--- src/verilog/pan_consts.svh ---
// constants for the per-port advertisement register bank
// What this block does
// - Each port: 16-bit read-write register, index 4.
// - Loader rewrites register after reset or reload.
// - Bit 13 advertises remote fault, resets zero.
// - Bit 11 asymmetric pause, bit 10 symmetric.
// - Bits 8,7 advertise 100BASE-X, reset one.
// - Bits 6,5 advertise 10BASE-T, strap defaults.
// - Bits 4:0 selector field, reset 00001.
// - Manual strap low: symmetric one, asymmetric strap.
// - Manual strap high: both pause bits zero.
// - Straps captured when chip reset releases.
// - 10T full default: autoneg OR (~speed AND duplex).
// - 10T half default: autoneg OR ~speed.
`ifndef PAN_CONSTS_SVH
`define PAN_CONSTS_SVH
`define PAN_ADV_INDEX     5'h04
`define PAN_BIT_RFAULT    13
`define PAN_BIT_RSVD12    12
`define PAN_BIT_ASYM      11
`define PAN_BIT_SYM       10
`define PAN_BIT_TXFD      8
`define PAN_BIT_TXHD      7
`define PAN_BIT_TFD       6
`define PAN_BIT_THD       5
`define PAN_SEL_MSB       4
`define PAN_SEL_RESET     5'h01
`define PAN_ADV_RESET     16'h0181
`define PAN_WMASK         16'h3DFF
`endif

--- src/verilog/pan_pkg.sv ---
// types shared by the advertisement register bank
package pan_pkg;
   typedef enum logic [1:0] {PAN_IDLE, PAN_CAPTURE, PAN_RUN} pan_state_t;
endpackage

--- src/verilog/pan_adv_regs.sv ---
// per-port auto-negotiation advertisement registers
`timescale 1ns/1ps
`default_nettype none
`include "pan_consts.svh"
module pan_adv_regs
   import pan_pkg::*;
#(
   parameter int NUM_PORTS = 2
) (
   input  wire logic                 clk_i,
   input  wire logic                 sys_rst_i,
   input  wire logic [NUM_PORTS-1:0] manual_pause_pin_default_i,
   input  wire logic [NUM_PORTS-1:0] full_duplex_pause_pin_default_i,
   input  wire logic [NUM_PORTS-1:0] autoneg_pin_default_i,
   input  wire logic [NUM_PORTS-1:0] speed_pin_default_i,
   input  wire logic [NUM_PORTS-1:0] duplex_pin_default_i,
   input  wire logic                 reload_i,
   input  wire logic                 mgmt_wr_i,
   input  wire logic [1:0]           mgmt_port_i,
   input  wire logic [4:0]           mgmt_index_i,
   input  wire logic [15:0]          mgmt_wdata_i,
   output logic      [15:0]          mgmt_rdata_o,
   output logic                      load_done_o
);
   // every port shows this image until the first load
   localparam logic [15:0] RESET_IMAGE = `PAN_ADV_RESET;

   pan_state_t           state;

   // strap levels, latched once per chip reset release
   logic [NUM_PORTS-1:0] st_man;
   logic [NUM_PORTS-1:0] st_fdfc;
   logic [NUM_PORTS-1:0] st_an;
   logic [NUM_PORTS-1:0] st_spd;
   logic [NUM_PORTS-1:0] st_dup;

   // register image per port, bits 15, 14 and 9 already zero; bit 12 holds what was written
   logic [15:0]          adv [NUM_PORTS];

   logic                 capture_now;
   logic                 load_now;
   logic                 hit;
   logic [15:0]          next_rdata;

   assign hit = (mgmt_index_i == `PAN_ADV_INDEX);

   assign capture_now = (state == PAN_IDLE);

   // load one cycle after capture so the defaults see the latched straps
   assign load_now = (state == PAN_CAPTURE);

   // idle catches the straps, capture loads the defaults, run serves software
   always_ff @(posedge clk_i or posedge sys_rst_i) begin
      if (sys_rst_i) begin
         state <= PAN_IDLE;
      end else begin
         case (state)
            PAN_IDLE: begin
               state <= PAN_CAPTURE;
            end
            PAN_CAPTURE: begin
               state <= PAN_RUN;
            end
            PAN_RUN: begin
               // a reload goes straight to the load state and keeps the old straps
               if (reload_i) begin
                  state <= PAN_CAPTURE;
               end
            end
            default: begin
               state <= PAN_IDLE;
            end
         endcase
      end
   end

   // a pin change after release only counts at the next chip reset
   always_ff @(posedge clk_i or posedge sys_rst_i) begin
      if (sys_rst_i) begin
         st_man  <= '0;
         st_fdfc <= '0;
      end else if (capture_now) begin
         st_man  <= manual_pause_pin_default_i;
         st_fdfc <= full_duplex_pause_pin_default_i;
      end
   end

   always_ff @(posedge clk_i or posedge sys_rst_i) begin
      if (sys_rst_i) begin
         st_an  <= '0;
         st_spd <= '0;
         st_dup <= '0;
      end else if (capture_now) begin
         st_an  <= autoneg_pin_default_i;
         st_spd <= speed_pin_default_i;
         st_dup <= duplex_pin_default_i;
      end
   end

   genvar p;
   generate
      for (p = 0; p < NUM_PORTS; p++) begin : g_port
         logic [15:0] dflt;
         logic        wr_en;

         logic        rfault;
         logic        rsvd12;
         logic [1:0]  pause;
         logic [1:0]  ability_100;
         logic [1:0]  ability_10;
         logic [4:0]  sel;

         // the loader owns the load cycle; a write there is lost
         assign wr_en = mgmt_wr_i && hit && (mgmt_port_i == 2'(p));

         // loader image built from the latched straps
         always_comb begin
            dflt = RESET_IMAGE;
            dflt[`PAN_BIT_SYM]  = 1'b0;
            dflt[`PAN_BIT_ASYM] = 1'b0;
            if (!st_man[p]) begin
               dflt[`PAN_BIT_SYM]  = 1'b1;
               dflt[`PAN_BIT_ASYM] = st_fdfc[p];
            end
            dflt[`PAN_BIT_TFD] = st_an[p] | (~st_spd[p] & st_dup[p]);
            dflt[`PAN_BIT_THD] = st_an[p] | ~st_spd[p];
         end

         always_ff @(posedge clk_i or posedge sys_rst_i) begin
            if (sys_rst_i) begin
               rfault <= RESET_IMAGE[`PAN_BIT_RFAULT];
            end else if (load_now) begin
               rfault <= dflt[`PAN_BIT_RFAULT];
            end else if (wr_en) begin
               rfault <= mgmt_wdata_i[`PAN_BIT_RFAULT];
            end
         end

         // stored as written; keeping it zero is up to software
         always_ff @(posedge clk_i or posedge sys_rst_i) begin
            if (sys_rst_i) begin
               rsvd12 <= RESET_IMAGE[`PAN_BIT_RSVD12];
            end else if (load_now) begin
               rsvd12 <= dflt[`PAN_BIT_RSVD12];
            end else if (wr_en) begin
               rsvd12 <= mgmt_wdata_i[`PAN_BIT_RSVD12];
            end
         end

         // index 1 is asymmetric pause, index 0 symmetric pause
         always_ff @(posedge clk_i or posedge sys_rst_i) begin
            if (sys_rst_i) begin
               pause <= RESET_IMAGE[`PAN_BIT_ASYM:`PAN_BIT_SYM];
            end else if (load_now) begin
               pause <= dflt[`PAN_BIT_ASYM:`PAN_BIT_SYM];
            end else if (wr_en) begin
               pause <= mgmt_wdata_i[`PAN_BIT_ASYM:`PAN_BIT_SYM];
            end
         end

         always_ff @(posedge clk_i or posedge sys_rst_i) begin
            if (sys_rst_i) begin
               ability_100 <= RESET_IMAGE[`PAN_BIT_TXFD:`PAN_BIT_TXHD];
            end else if (load_now) begin
               ability_100 <= dflt[`PAN_BIT_TXFD:`PAN_BIT_TXHD];
            end else if (wr_en) begin
               ability_100 <= mgmt_wdata_i[`PAN_BIT_TXFD:`PAN_BIT_TXHD];
            end
         end

         always_ff @(posedge clk_i or posedge sys_rst_i) begin
            if (sys_rst_i) begin
               ability_10 <= RESET_IMAGE[`PAN_BIT_TFD:`PAN_BIT_THD];
            end else if (load_now) begin
               ability_10 <= dflt[`PAN_BIT_TFD:`PAN_BIT_THD];
            end else if (wr_en) begin
               ability_10 <= mgmt_wdata_i[`PAN_BIT_TFD:`PAN_BIT_THD];
            end
         end

         always_ff @(posedge clk_i or posedge sys_rst_i) begin
            if (sys_rst_i) begin
               sel <= RESET_IMAGE[`PAN_SEL_MSB:0];
            end else if (load_now) begin
               sel <= dflt[`PAN_SEL_MSB:0];
            end else if (wr_en) begin
               sel <= mgmt_wdata_i[`PAN_SEL_MSB:0];
            end
         end

         // bits 15, 14 and 9 have no storage and read as zero
         assign adv[p] = {2'b00, rfault, rsvd12, pause, 1'b0,
                          ability_100, ability_10, sel};
      end
   endgenerate

   // the port select only reaches four ports; absent ones never match
   always_comb begin
      next_rdata = 16'h0000;
      for (int i = 0; i < NUM_PORTS; i++) begin
         if (hit && (mgmt_port_i == 2'(i))) begin
            next_rdata = adv[i];
         end
      end
   end

   // unmapped index or absent port reads as zero
   always_ff @(posedge clk_i or posedge sys_rst_i) begin
      if (sys_rst_i) begin
         mgmt_rdata_o <= 16'h0000;
      end else begin
         mgmt_rdata_o <= next_rdata;
      end
   end

   // low through the whole load so software knows when to write
   always_ff @(posedge clk_i or posedge sys_rst_i) begin
      if (sys_rst_i) begin
         load_done_o <= 1'b0;
      end else begin
         load_done_o <= (state == PAN_RUN) && !reload_i;
      end
   end
endmodule
`default_nettype wire

--- config.mk ---
export PLATFORM = sky130hd
export DESIGN_NAME = pan_adv_regs
export DESIGN_NICKNAME = d
export VERILOG_FILES = /design/src/verilog/pan_pkg.sv /design/src/verilog/pan_adv_regs.sv
export VERILOG_INCLUDE_DIRS = /design/src /design/src/verilog
export SDC_FILE = /design/constraint.sdc
export NUM_CORES = 1
export LEC_CHECK = 0
export ABC_AREA = 1
export BUFFER_PORTS_ARGS = -buffer_cell sky130_fd_sc_hd__buf_4
export CAP_MARGIN = 40
export CORE_MARGIN = 2
export CORE_UTILIZATION = 45
export CTS_CLUSTER_DIAMETER = 50
export CTS_CLUSTER_SIZE = 30
export DETAILED_ROUTE_END_ITERATION = 12
export MAX_ROUTING_LAYER = met4
export PLACE_DENSITY = 0.75
export SLEW_MARGIN = 20
export SYNTH_ARGS = -nofsm -noshare
export SYNTH_HDL_FRONTEND = slang
export SYNTH_SLANG_ARGS = --single-unit
--- constraint.sdc ---
create_clock -name clk_i -period 2.6 [get_ports clk_i]
set_clock_uncertainty 0.05 [all_clocks]
set_input_delay 0.52 -clock clk_i [delete_from_list [all_inputs] [get_ports clk_i]]
set_output_delay 0.52 -clock clk_i [all_outputs]
set_load 0.01 [all_outputs]
-- Yosys cells after proc, flatten, opt, wreduce, memory -nomap -nowiden
Cells that the tools add are included.
- eq/ne operators: 5
- mux-type cells: 30
- bitwise gates (word level): 8
- reduce and logical (&&, ||, !) cells: 11
- operators with widths (cell ; number):
    $mux 2 ; 15
    $mux 5 ; 4
    $mux 16 ; 1
    $mux 14 ; 1
    $mux 1 ; 8
    $logic_and 1x1->1 ; 6
    $pmux 2 s3 ; 1
    $eq 5x3->1 const B ; 1
    $eq 2x1->1 const B ; 2
    $logic_not 2->1 ; 2
    $or 1x1->1 ; 4
    $reduce_bool 2->1 ; 2
    $and 1x1->1 ; 2
    $eq 2x2->1 const B ; 1
    $ne 2x2->1 const B ; 1
    $not 1->1 ; 2
    $logic_not 1->1 ; 1
- register bits: 55
- input port bits: 37
- output and inout bits: 17
- word-level logic and storage cells: 74

-- Logic depth before layout (Yosys ltp)
Gate-level depths: netlist of run 1.
- word-level depth: 5
- gate-level depth with buffers: 8
- depth with buffers taken out: 7

-- Worst setup path after synthesis of run 1
OpenSTA, ideal clock, no wires.
- kind: input to register
- from: in mgmt_index_i[1]
- to: reg mgmt_rdata_o[10]
- arrival: 1254 ps
- required time: 2485 ps
- path slack: 1231 ps
- stages: 5
- cell sequence: nor2_4 -> nor3b_4 -> buf_6 -> nand3_1 -> nand2_1
- cells in the longest elaborated chain, start to end: 4
- elaborated cells between the ends (all ways): 5
- ends and longest elaborated chain (item ; line ; source):
    start: declaration ; pan_adv_regs.sv:20 ; input wire logic [4:0] mgmt_index_i,
    $eq 5x3->1 (no line) * ; n/a ;
    $logic_and 1x1->1 ; pan_adv_regs.sv:201 ; if (hit && (mgmt_port_i == 2'(i))) begin
    $mux 14 ; pan_adv_regs.sv:201 ;
    $mux 16 * ; pan_adv_regs.sv:201 ;
    via next_rdata[10] ; pan_adv_regs.sv:43 ; logic [15:0] next_rdata;
    end signal: assignment ; pan_adv_regs.sv:212 ; mgmt_rdata_o <= next_rdata;
    end: declaration ; pan_adv_regs.sv:22 ; output logic [15:0] mgmt_rdata_o,
Mark *: on every way through the listed nets, which the timed path passes. The rest lies on a longest branch.
A chain may end at the register's enable or synchronous reset.

-- Final worst setup path of run 1
- from: reg state[1]
- to: reg g_port[0].sel[1]
- cells in the longest elaborated chain, start to end: 2
- elaborated cells between the ends (all ways): 3
- ends and longest elaborated chain (item ; line ; source):
    start: declaration ; pan_adv_regs.sv:28 ; pan_state_t state;
    start signal: assignment ; pan_adv_regs.sv:55 ; state <= PAN_IDLE;
    start signal: assignment ; pan_adv_regs.sv:59 ; state <= PAN_CAPTURE;
    start signal: assignment ; pan_adv_regs.sv:62 ; state <= PAN_RUN;
    $eq 2x1->1 * ; pan_adv_regs.sv:50 ; assign load_now = (state == PAN_CAPTURE);
    $mux 5 / $reduce_bool 2->1 (equally long branches) ; n/a ;
    end signal: assignment ; pan_adv_regs.sv:183 ; sel <= RESET_IMAGE[`PAN_SEL_MSB:0];
    end signal: assignment ; pan_adv_regs.sv:185 ; sel <= dflt[`PAN_SEL_MSB:0];
    end signal: assignment ; pan_adv_regs.sv:187 ; sel <= mgmt_wdata_i[`PAN_SEL_MSB:0];
    end: declaration ; pan_adv_regs.sv:111 ; logic [4:0] sel;
Every way passes the cells marked *; elsewhere a longest branch is shown, timed or not.

==> results.py, run 1 <==
metrics = {
    "yosys": {
        "synth_warnings": 0,
        "ys_seq_area_frac": 0.558,
        "synth_xor_area_frac": 0,
        "synth-simple-area-share": 0.307,
        "synth_compound_area_frac": 0.0320,
        "synth_mux_area_frac": 0.0288,
        "synthAdderAreaFrac": 0,
        "syn_area_mm2": 0.00235,
        "ys_types": 22,
        "synth_top_family_by_area": "simple AND/OR/NAND/NOR gates",
        "synth_seq_cells": 52,
        "syn_inst": 258,
        "postSynthAreaPerCell_um2": 9.10,
    },
    "place": {
        "place_inst": 368,
        "dp_hpwl_um": 3250,
        "gp_congestion": 0.770,
        "io_buffers": 47,
    },
    "routing": {
        "firstDrtPassIters": 4,
        "routed_wl_um": 4690,
        "num_vias": 1874,
        "ant_nets": 0,
        "post_drt_wl_per_cell_um": 12.5,
        "viasPerCell": 4.98,
        "drt_iter0_markers": 99,
        "drc": 0,
    },
    "layout": {
        "antenna_cells": 0,
        "stdcell_count": 376,
        "nets": 342,
        "area_growth_pct": 20.1,
        "final_common_cell": "nand2_1",
        "drive_gt1_frac": 0.297,
        "most-common-layout-cells": "73 x nand2_1, 54 x buf_4, 51 x nand3_1",
    },
    "timing": {
        "fin_crit_sh": 0.694,
        "rsz0062_at_grt": "no",
        "setup_tns_ns": 0,
        "slew_headroom": 0.609,
        "tightestPinTransition_ns": 0.586,
        "setup_viol": 0,
        "drv_slew": 0,
        "finalCriticalPeriod_ns": 1.80,
        "hold_viol_final": 0,
        "fmax_mhz": 555,
    },
    "setup_path": {
        "worst_setup_path_start_kind": "flop",
        "timing.rr.start": "state[1]$_DFFE_PP0N_",
        "path_max_fanout": 33,
        "arrival_ns": 2.00,
        "end_kind": "flop",
        "ff2ff_setup_slack_ns": 0.80,
        "critPathRequiredTime_ns": 2.79,
        "r2r-end": "g_port[0].sel[1]$_DFFE_PP0P_",
        "rr_worst_depth": 5,
        "critPathKind": "reg -> reg",
    },
    "grt": {
        "antenna_found_initial": 0,
        "grt.overflow.total": 0,
        "grt_pass1_wl_um": 8510,
        "grt_max_degree": 34,
        "grt_pass1_vias": 1901,
        "grt_use_total": 0.185,
    },
    "cts": {
        "hold_buffers": 0,
        "post_cts_resized": 0,
        "cts_setup_buffers": 0,
        "htree_levels": 2,
        "clock_sinks": 52,
        "clockBufferDepth": 2,
        "cts_made_buffers": 5,
        "clockRootBuffer": "clkbuf_8",
        "cts_tree": "done",
        "clock_latency_ns": 0.31,
        "clk_pin_slew_ns": 0.08,
    },
    "floorplanning": {
        "core_area_mm2": 0.00507,
        "io_pins": 54,
        "rows": 26,
        "fp.dieH_um": 76.2,
        "die-area_mm2": 0.00581,
        "die_w_um": 76.2,
        "start_util": 0.463,
    },
    "power_and_ir_drop": {
        "p_leak_uw": 0.00151,
        "ir_worst_vdd_mv": 0.655,
        "powerDensity_mw_per_mm2": 935,
    },
    "job": {
        "maxCapViolCount": 0,
    },
    "run_status": {
        "status": "completed",
    },
    "worst_hold_path": {
        "hold_class": "in -> async",
    },
}
metrics by stage:
step | total power (uW) | setup slack (ns) | instance area (um^2) | util | hold slack (ns)
after floorplan | 2020 | 0.782 | 2350 | - | 0.409
after global placement | 2160 | 0.868 | 2740 | 0.540 | 0.422
after detailed placement | 2220 | 0.850 | 2740 | 0.540 | 0.426
after CTS | 2650 | 0.822 | 2820 | 0.556 | 0.250
after global routing | 2850 | 0.601 | 2820 | 0.556 | 0.279
final | 2640 | 0.797 | 2820 | 0.556 | 0.233
power breakdown:
part / switching, uW / leakage, uW / internal, uW
Clock: 249 / 0.0000422 / 189
Combinational: 559 / 0.000816 / 336
Sequential: 165 / 0.000653 / 1140
area by class of cell:
type | instances | area [um^2]
sequential | 52 | 1310
clock inverter | 1 | 5.00
inverter | 17 | 63.8
timing repair buffer | 54 | 405
multi-input combinational | 175 | 873
fill | 481 | 2250
tap | 70 | 87.6
clock buffer | 7 | 76.3
state kept, by name, summed over array words and instances (netlist names):
register / count
g_port.ability_10: 4
st_spd: 2
mgmt_rdata_o: 13
state: 2
g_port.rsvd12: 2
g_port.pause: 4
g_port.ability_100: 4
g_port.sel: 10
st_man: 2
st_dup: 2
st_an: 2
g_port.rfault: 2
st_fdfc: 2
load_done_o: 1
kinds of logic (layout without fill, tap and decap cells):
kind of cell / Yosys count / count (layout)
compound gates: 15 / 15
simple gates: 151 / 151
mux: 6 / 6
buf+inv: 33 / 79
flops: 52 / 52
other cells: 1 / 3
critical path, stage by stage (launching register included):
cell and delay, ns:
dfrtp_1 0.44, nor2_4 0.38, inv_2 0.34, nand2_2 0.35, nand2_1 0.10, nand2_1 0.07
Yosys cell counts:
cell     count  share of area
conb_1       1         0.0016
buf_4        4          0.013
nand3_1     51           0.11
dfrtp_1     46           0.49
o21ai_1      7          0.015
nand2_1     73           0.12
nand2_2      2         0.0053
buf_2        9          0.019
mux2_2       4          0.019
o21ai_0      8          0.017
nand4_2      2          0.011
nor3b_4      1         0.0080
mux2_1       2         0.0096
inv_2        3         0.0048
or2_2        3         0.0080
nand3_2      3          0.013
inv_1       14          0.022
dfstp_2      6          0.067
nor2_1      10          0.016
nor2_2       4          0.011
nor2_4       2         0.0096
buf_6        3          0.014
worst max-delay path by stage:
stage	start	endpoint	slack, ns
final	state[1]$_DFFE_PP0N_	g_port[0].sel[1]$_DFFE_PP0P_	0.80
after global routing	state[0]$_DFFE_PP0N_	g_port[0].sel[0]$_DFFE_PP1P_	0.60
after CTS	state[1]$_DFFE_PP0N_	g_port[1].rfault$_DFFE_PP0P_	0.82
after detailed placement	state[1]$_DFFE_PP0N_	g_port[0].ability_10[0]$_DFFE_PP0P_	0.85
after global placement	state[1]$_DFFE_PP0N_	g_port[0].pause[0]$_DFFE_PP0P_	0.87
after floorplan	sys_rst_i	g_port[0].ability_10[0]$_DFFE_PP0P_	0.78
layer usage:
layer	vias to the layer above	wire, um	track usage
met5	-	0	-
li1	919	-	-
met2	75	2320	0.311
met4	0	40	0.0600
met3	4	320	0.0367
met1	876	2010	0.225
Note: power is estimated with default switching activity, not from simulation.
==> run 2: changes to the inputs <==
--- a/config.mk
+++ b/config.mk
@@ -15,7 +15,7 @@
 export CTS_CLUSTER_SIZE = 30
 export DETAILED_ROUTE_END_ITERATION = 12
 export MAX_ROUTING_LAYER = met4
-export PLACE_DENSITY = 0.75
+export PLACE_DENSITY = 0.77
 export SLEW_MARGIN = 20
 export SYNTH_ARGS = -nofsm -noshare
 export SYNTH_HDL_FRONTEND = slang
==> constraint.sdc (replaced) <==
create_clock -name clk_i -period 1.6 [get_ports clk_i]
set_clock_uncertainty 0.05 [all_clocks]
set_input_delay 0.32 -clock clk_i [delete_from_list [all_inputs] [get_ports clk_i]]
set_output_delay 0.32 -clock clk_i [all_outputs]
set_load 0.01 [all_outputs]
==> results.py, run 2 (synthesis results as in run 1) <==
metrics = {
    "floorplanning": {
        "io_pins": 54,
        "rows": 26,
        "die-area_mm2": 0.00581,
        "core_area_mm2": 0.00507,
        "start_util": 0.463,
        "fp.dieH_um": 76.2,
        "die_w_um": 76.2,
    },
    "setup_path": {
        "path_max_fanout": 13,
        "critPathKind": "reg -> reg",
        "worst_setup_path_start_kind": "flop",
        "ff2ff_setup_slack_ns": 0.21,
        "cpMaxStageDelayCell": "dfrtp_1",
        "crit_chain": "nor2_2, mux2_2",
        "worst-path-buf-inv": 0,
        "arrival_ns": 1.54,
        "critPathRequiredTime_ns": 1.75,
        "end_kind": "flop",
        "max_stage_delay_ns": 0.43,
        "cp_top_family": "flip-flops",
    },
    "grt": {
        "grt_use_met3": 0.0332,
        "grt_use_met1": 0.200,
        "grt-busiest-layer": "met2",
        "gr-usage-met2": 0.323,
        "grt_use_total": 0.179,
        "grt_max_degree": 27,
        "grt_pass1_vias": 1861,
        "antenna_found_initial": 0,
        "grt.overflow.total": 0,
        "grt_pass1_wl_um": 8240,
    },
    "power_and_ir_drop": {
        "p_leak_uw": 0.00155,
        "p_switching_uw": 1600,
        "combinationalPowerShare": 0.348,
        "p_sw_frac": 0.362,
        "p_int_uw": 2820,
        "ir_worst_vdd_mv": 1.12,
        "p_seq_frac": 0.477,
        "pwr-share-clk": 0.175,
        "powerDensity_mw_per_mm2": 1520,
        "power_uw": 4420,
    },
    "run_status": {
        "status": "completed",
    },
    "timing": {
        "setup_tns_ns": 0,
        "drv_slew": 0,
        "rsz0062_at_grt": "no",
        "finalCriticalPeriod_ns": 1.39,
        "fin_crit_sh": 0.870,
        "fmax_mhz": 718,
        "hold_viol_final": 0,
        "setup_viol": 0,
    },
    "layout": {
        "largestRegisters": "mgmt_rdata_o (13), g_port.sel (10)",
        "antenna_cells": 0,
        "most-common-layout-cells": "73 x nand2_1, 56 x buf_4, 51 x nand3_1",
        "fin_area_mm2": 0.00290,
        "largest_reg_flops": 13,
        "drive_gt1_frac": 0.312,
        "area_growth_pct": 23.6,
        "nets": 347,
        "final_common_cell": "nand2_1",
        "regMostFlops": "mgmt_rdata_o",
    },
    "routing": {
        "post_drt_wl_per_cell_um": 12.1,
        "routed_wl_um": 4620,
        "num_vias": 1854,
        "firstDrtPassIters": 5,
        "ant_nets": 0,
        "drc": 0,
        "viasPerCell": 4.87,
        "drt_iter0_markers": 171,
    },
    "cts": {
        "cts_setup_buffers": 0,
        "clockRootBuffer": "clkbuf_8",
        "clk_pin_slew_ns": 0.09,
        "clockBufferDepth": 2,
        "cts_tree": "done",
        "cts_made_buffers": 5,
        "clock_sinks": 52,
        "htree_levels": 2,
        "clock_latency_ns": 0.31,
    },
    "place": {
        "placedInstanceArea_mm2": 0.00280,
        "dp_hpwl_um": 3310,
        "gp_congestion": 0.783,
        "io_buffers": 47,
    },
    "worst_hold_path": {
        "hold_class": "in -> reg",
    },
    "job": {
        "maxCapViolCount": 0,
    },
}
==> run 2: layout make-up <==
type,count,area (um^2)
clock buffers,6,82.6
clock inverters,2,10.0
fillers,472,2170
inverters,17,67.6
multi-input cells,175,873
flip-flops and latches,52,1310
well taps,70,87.6
repair buffers,59,470
==> run 2: power groups by stage <==
stage | Clock, uW | Combinational (uW) | Sequential, uW
after CTS | 784 | 1550 | 2110
after global routing | 841 | 1780 | 2170
after floorplan | 0 | 1210 | 2080
after detailed placement | 0 | 1540 | 2140
after global placement | 0 | 1480 | 2110
final | 771 | 1540 | 2110
==> run 2: final timing paths <==
path | startpoint | depth (start not counted) | to
worst max-delay path | state[1]$_DFFE_PP0N_ | 2 | st_an[1]$_DFFE_PP0P_
worst min-delay path | reload_i | 2 | load_done_o$_DFF_PP0_
min in group asynchronous | sys_rst_i | 3 | g_port[0].pause[0]$_DFFE_PP0P_
max in group asynchronous | sys_rst_i | 4 | g_port[0].sel[0]$_DFFE_PP1P_
worst min register to register | g_port[1].sel[0]$_DFFE_PP1P_ | 2 | g_port[1].sel[0]$_DFFE_PP1P_
worst max register to register | state[1]$_DFFE_PP0N_ | 2 | st_an[1]$_DFFE_PP0P_
==> run 2: through the flow <==
stage	cells	setup slack, ns	utilization	hold slack, ns
floorplan	260	0.314	-	0.323
global placement	372	0.229	0.551	0.305
detailed placement	372	0.217	0.551	0.314
CTS	381	0.204	0.571	0.135
global route	381	0.127	0.571	0.135
finish	381	0.208	0.571	0.136
==> run 2: what timing repair did <==
action	4_1_cts	5_1_grt
hold endpoints to repair	14	0
hold buffers	1	0
gates resized for setup	0	0
==> run 2: per-layer routing <==
| layer | part of all wire | wire length, um | vias to the layer above |
|---|---|---|---|
| met1 | 0.41 | 1900 | 863 |
| met2 | 0.52 | 2390 | 59 |
| met5 | 0 | 0 | - |
| li1 | - | - | 924 |
| met4 | 0.017 | 78 | 0 |
| met3 | 0.055 | 255 | 8 |
==> run 3: changes to the inputs <==
--- a/config.mk
+++ b/config.mk
@@ -11,6 +11,7 @@
 export CAP_MARGIN = 40
 export CORE_MARGIN = 2
 export CORE_UTILIZATION = 45
+export CTS_BUF_LIST = sky130_fd_sc_hd__clkbuf_2
 export CTS_CLUSTER_DIAMETER = 50
 export CTS_CLUSTER_SIZE = 30
 export DETAILED_ROUTE_END_ITERATION = 12
==> results.py, run 3 (synthesis results as in run 1) <==
metrics = {
    "cts": {
        "htree_levels": 2,
        "post_cts_resized": 0,
        "cts_made_buffers": 5,
        "clockBufferDepth": 2,
        "clk_pin_slew_ns": 0.23,
        "clock_latency_ns": 0.44,
        "cts_tree": "done",
        "clock_sinks": 52,
        "cts_setup_buffers": 0,
        "clockRootBuffer": "clkbuf_2",
    },
    "setup_path": {
        "crit_chain": "nor2_2, mux2_2",
        "cp.depth": 2,
        "worst_setup_path_start_kind": "flop",
        "worst-path-buf-inv": 0,
        "ff2ff_setup_slack_ns": 0.19,
        "critPathKind": "reg -> reg",
        "max_stage_delay_ns": 0.48,
        "arrival_ns": 1.70,
        "rr_worst_depth": 2,
        "timing.rr.start": "state[1]$_DFFE_PP0N_",
        "startpoint": "state[1]$_DFFE_PP0N_",
        "path_max_fanout": 13,
        "cp_top_family": "flip-flops",
        "end_kind": "flop",
        "cpMaxStageDelayCell": "dfrtp_1",
        "crit_end": "st_an[1]$_DFFE_PP0P_",
        "r2r-end": "st_an[1]$_DFFE_PP0P_",
        "critPathRequiredTime_ns": 1.88,
    },
    "floorplanning": {
        "core_area_mm2": 0.00507,
        "die_w_um": 76.2,
        "fp.dieH_um": 76.2,
        "die-area_mm2": 0.00581,
        "rows": 26,
        "start_util": 0.463,
        "io_pins": 54,
    },
    "layout": {
        "largest_reg_flops": 13,
        "drive_gt1_frac": 0.308,
        "antenna_cells": 0,
        "most-common-layout-cells": "73 x nand2_1, 56 x buf_4, 51 x nand3_1",
        "stdcell_count": 382,
        "regMostFlops": "mgmt_rdata_o",
        "final_common_cell": "nand2_1",
        "area_growth_pct": 21.7,
        "largestRegisters": "mgmt_rdata_o (13), g_port.sel (10)",
        "nets": 348,
    },
    "timing": {
        "drv_slew": 0,
        "fin_crit_sh": 0.883,
        "fmax_mhz": 708,
        "rsz0062_at_grt": "no",
        "setup_tns_ns": 0,
        "setup_viol": 0,
        "finalCriticalPeriod_ns": 1.41,
        "hold_viol_final": 0,
    },
    "grt": {
        "grt_use_total": 0.179,
        "antenna_found_initial": 0,
        "grt_max_degree": 27,
        "grt.overflow.total": 0,
        "grt_pass1_vias": 1865,
        "grt_pass1_wl_um": 8290,
    },
    "power_and_ir_drop": {
        "powerDensity_mw_per_mm2": 1450,
        "ir_worst_vdd_mv": 1.06,
        "p_leak_uw": 0.00153,
    },
    "worst_hold_path": {
        "whs_path_depth": 3,
        "holdCritStartpoint": "manual_pause_pin_default_i[0]",
        "hold_class": "in -> reg",
    },
    "routing": {
        "drc": 0,
        "num_vias": 1867,
        "firstDrtPassIters": 5,
        "routed_wl_um": 4620,
        "drt_iter0_markers": 154,
        "post_drt_wl_per_cell_um": 12.1,
        "viasPerCell": 4.89,
        "ant_nets": 0,
    },
    "place": {
        "io_buffers": 47,
        "dp_hpwl_um": 3310,
        "gp_congestion": 0.783,
        "place_inst": 372,
    },
    "job": {
        "maxCapViolCount": 0,
    },
    "run_status": {
        "status": "completed",
    },
}
run 3: cell count changes in the layout (fill, tap and decap cells not counted), sizes merged:
cell	change
clkbuf	-1
clkinv	+1
dlygate4sd3	+1
run 3: area by class of cell:
type / instances / area [um^2]
Fill cell: 479 / 2220
Sequential cell: 52 / 1310
Multi-Input combinational cell: 175 / 873
Timing Repair Buffer: 60 / 480
Tap cell: 70 / 87.6
Inverter: 17 / 67.6
Clock buffer: 5 / 25.0
Clock inverter: 3 / 13.8
run 3: how the worst min path moves through the flow:
stage	slack [ns]	endpoint
after global placement	0.31	st_spd[0]$_DFFE_PP0P_
final	0.03	st_man[0]$_DFFE_PP0P_
after detailed placement	0.31	st_spd[0]$_DFFE_PP0P_
after global routing	0.001	st_man[0]$_DFFE_PP0P_
after CTS	0.01	st_spd[1]$_DFFE_PP0P_
after floorplan	0.32	g_port[0].ability_10[0]$_DFFE_PP0P_
run 3: worst min-delay path, stage by stage:
cell     delay [ns]
buf_4          0.07
nand2_1        0.04
o21ai_0        0.05
run 3: repair_timing:
| action | CTS | global route |
|---|---|---|
| hold buffers | 2 | 0 |
| endpoints found under the setup margin | 0 | 0 |
| endpoints found under the hold margin | 16 | 0 |
run 3: report_power, final:
group	switching (uW)	internal [uW]	total, uW
Sequential	258	1840	2100
Clock	403	98.2	501
Combinational	911	626	1540
run 3: routing by layer:
metal,part of all wire,GRT usage,up-vias
met3,0.067,0.0332,2
met1,0.41,0.205,866
met2,0.52,0.319,68
li1,-,-,931
met4,0.0028,0.0545,0
met5,0,-,-
run 3: per-stage QoR:
stage	cell area [um^2]	utilization	power, uW	setup slack (ns)	hold WS, ns
after global routing	2860	0.563	4520	0.100	0.000983
after global placement	2800	0.551	3590	0.229	0.305
after detailed placement	2800	0.551	3680	0.217	0.314
final	2860	0.563	4140	0.187	0.0317
after floorplan	2360	-	3290	0.314	0.323
after CTS	2860	0.563	4170	0.191	0.0146
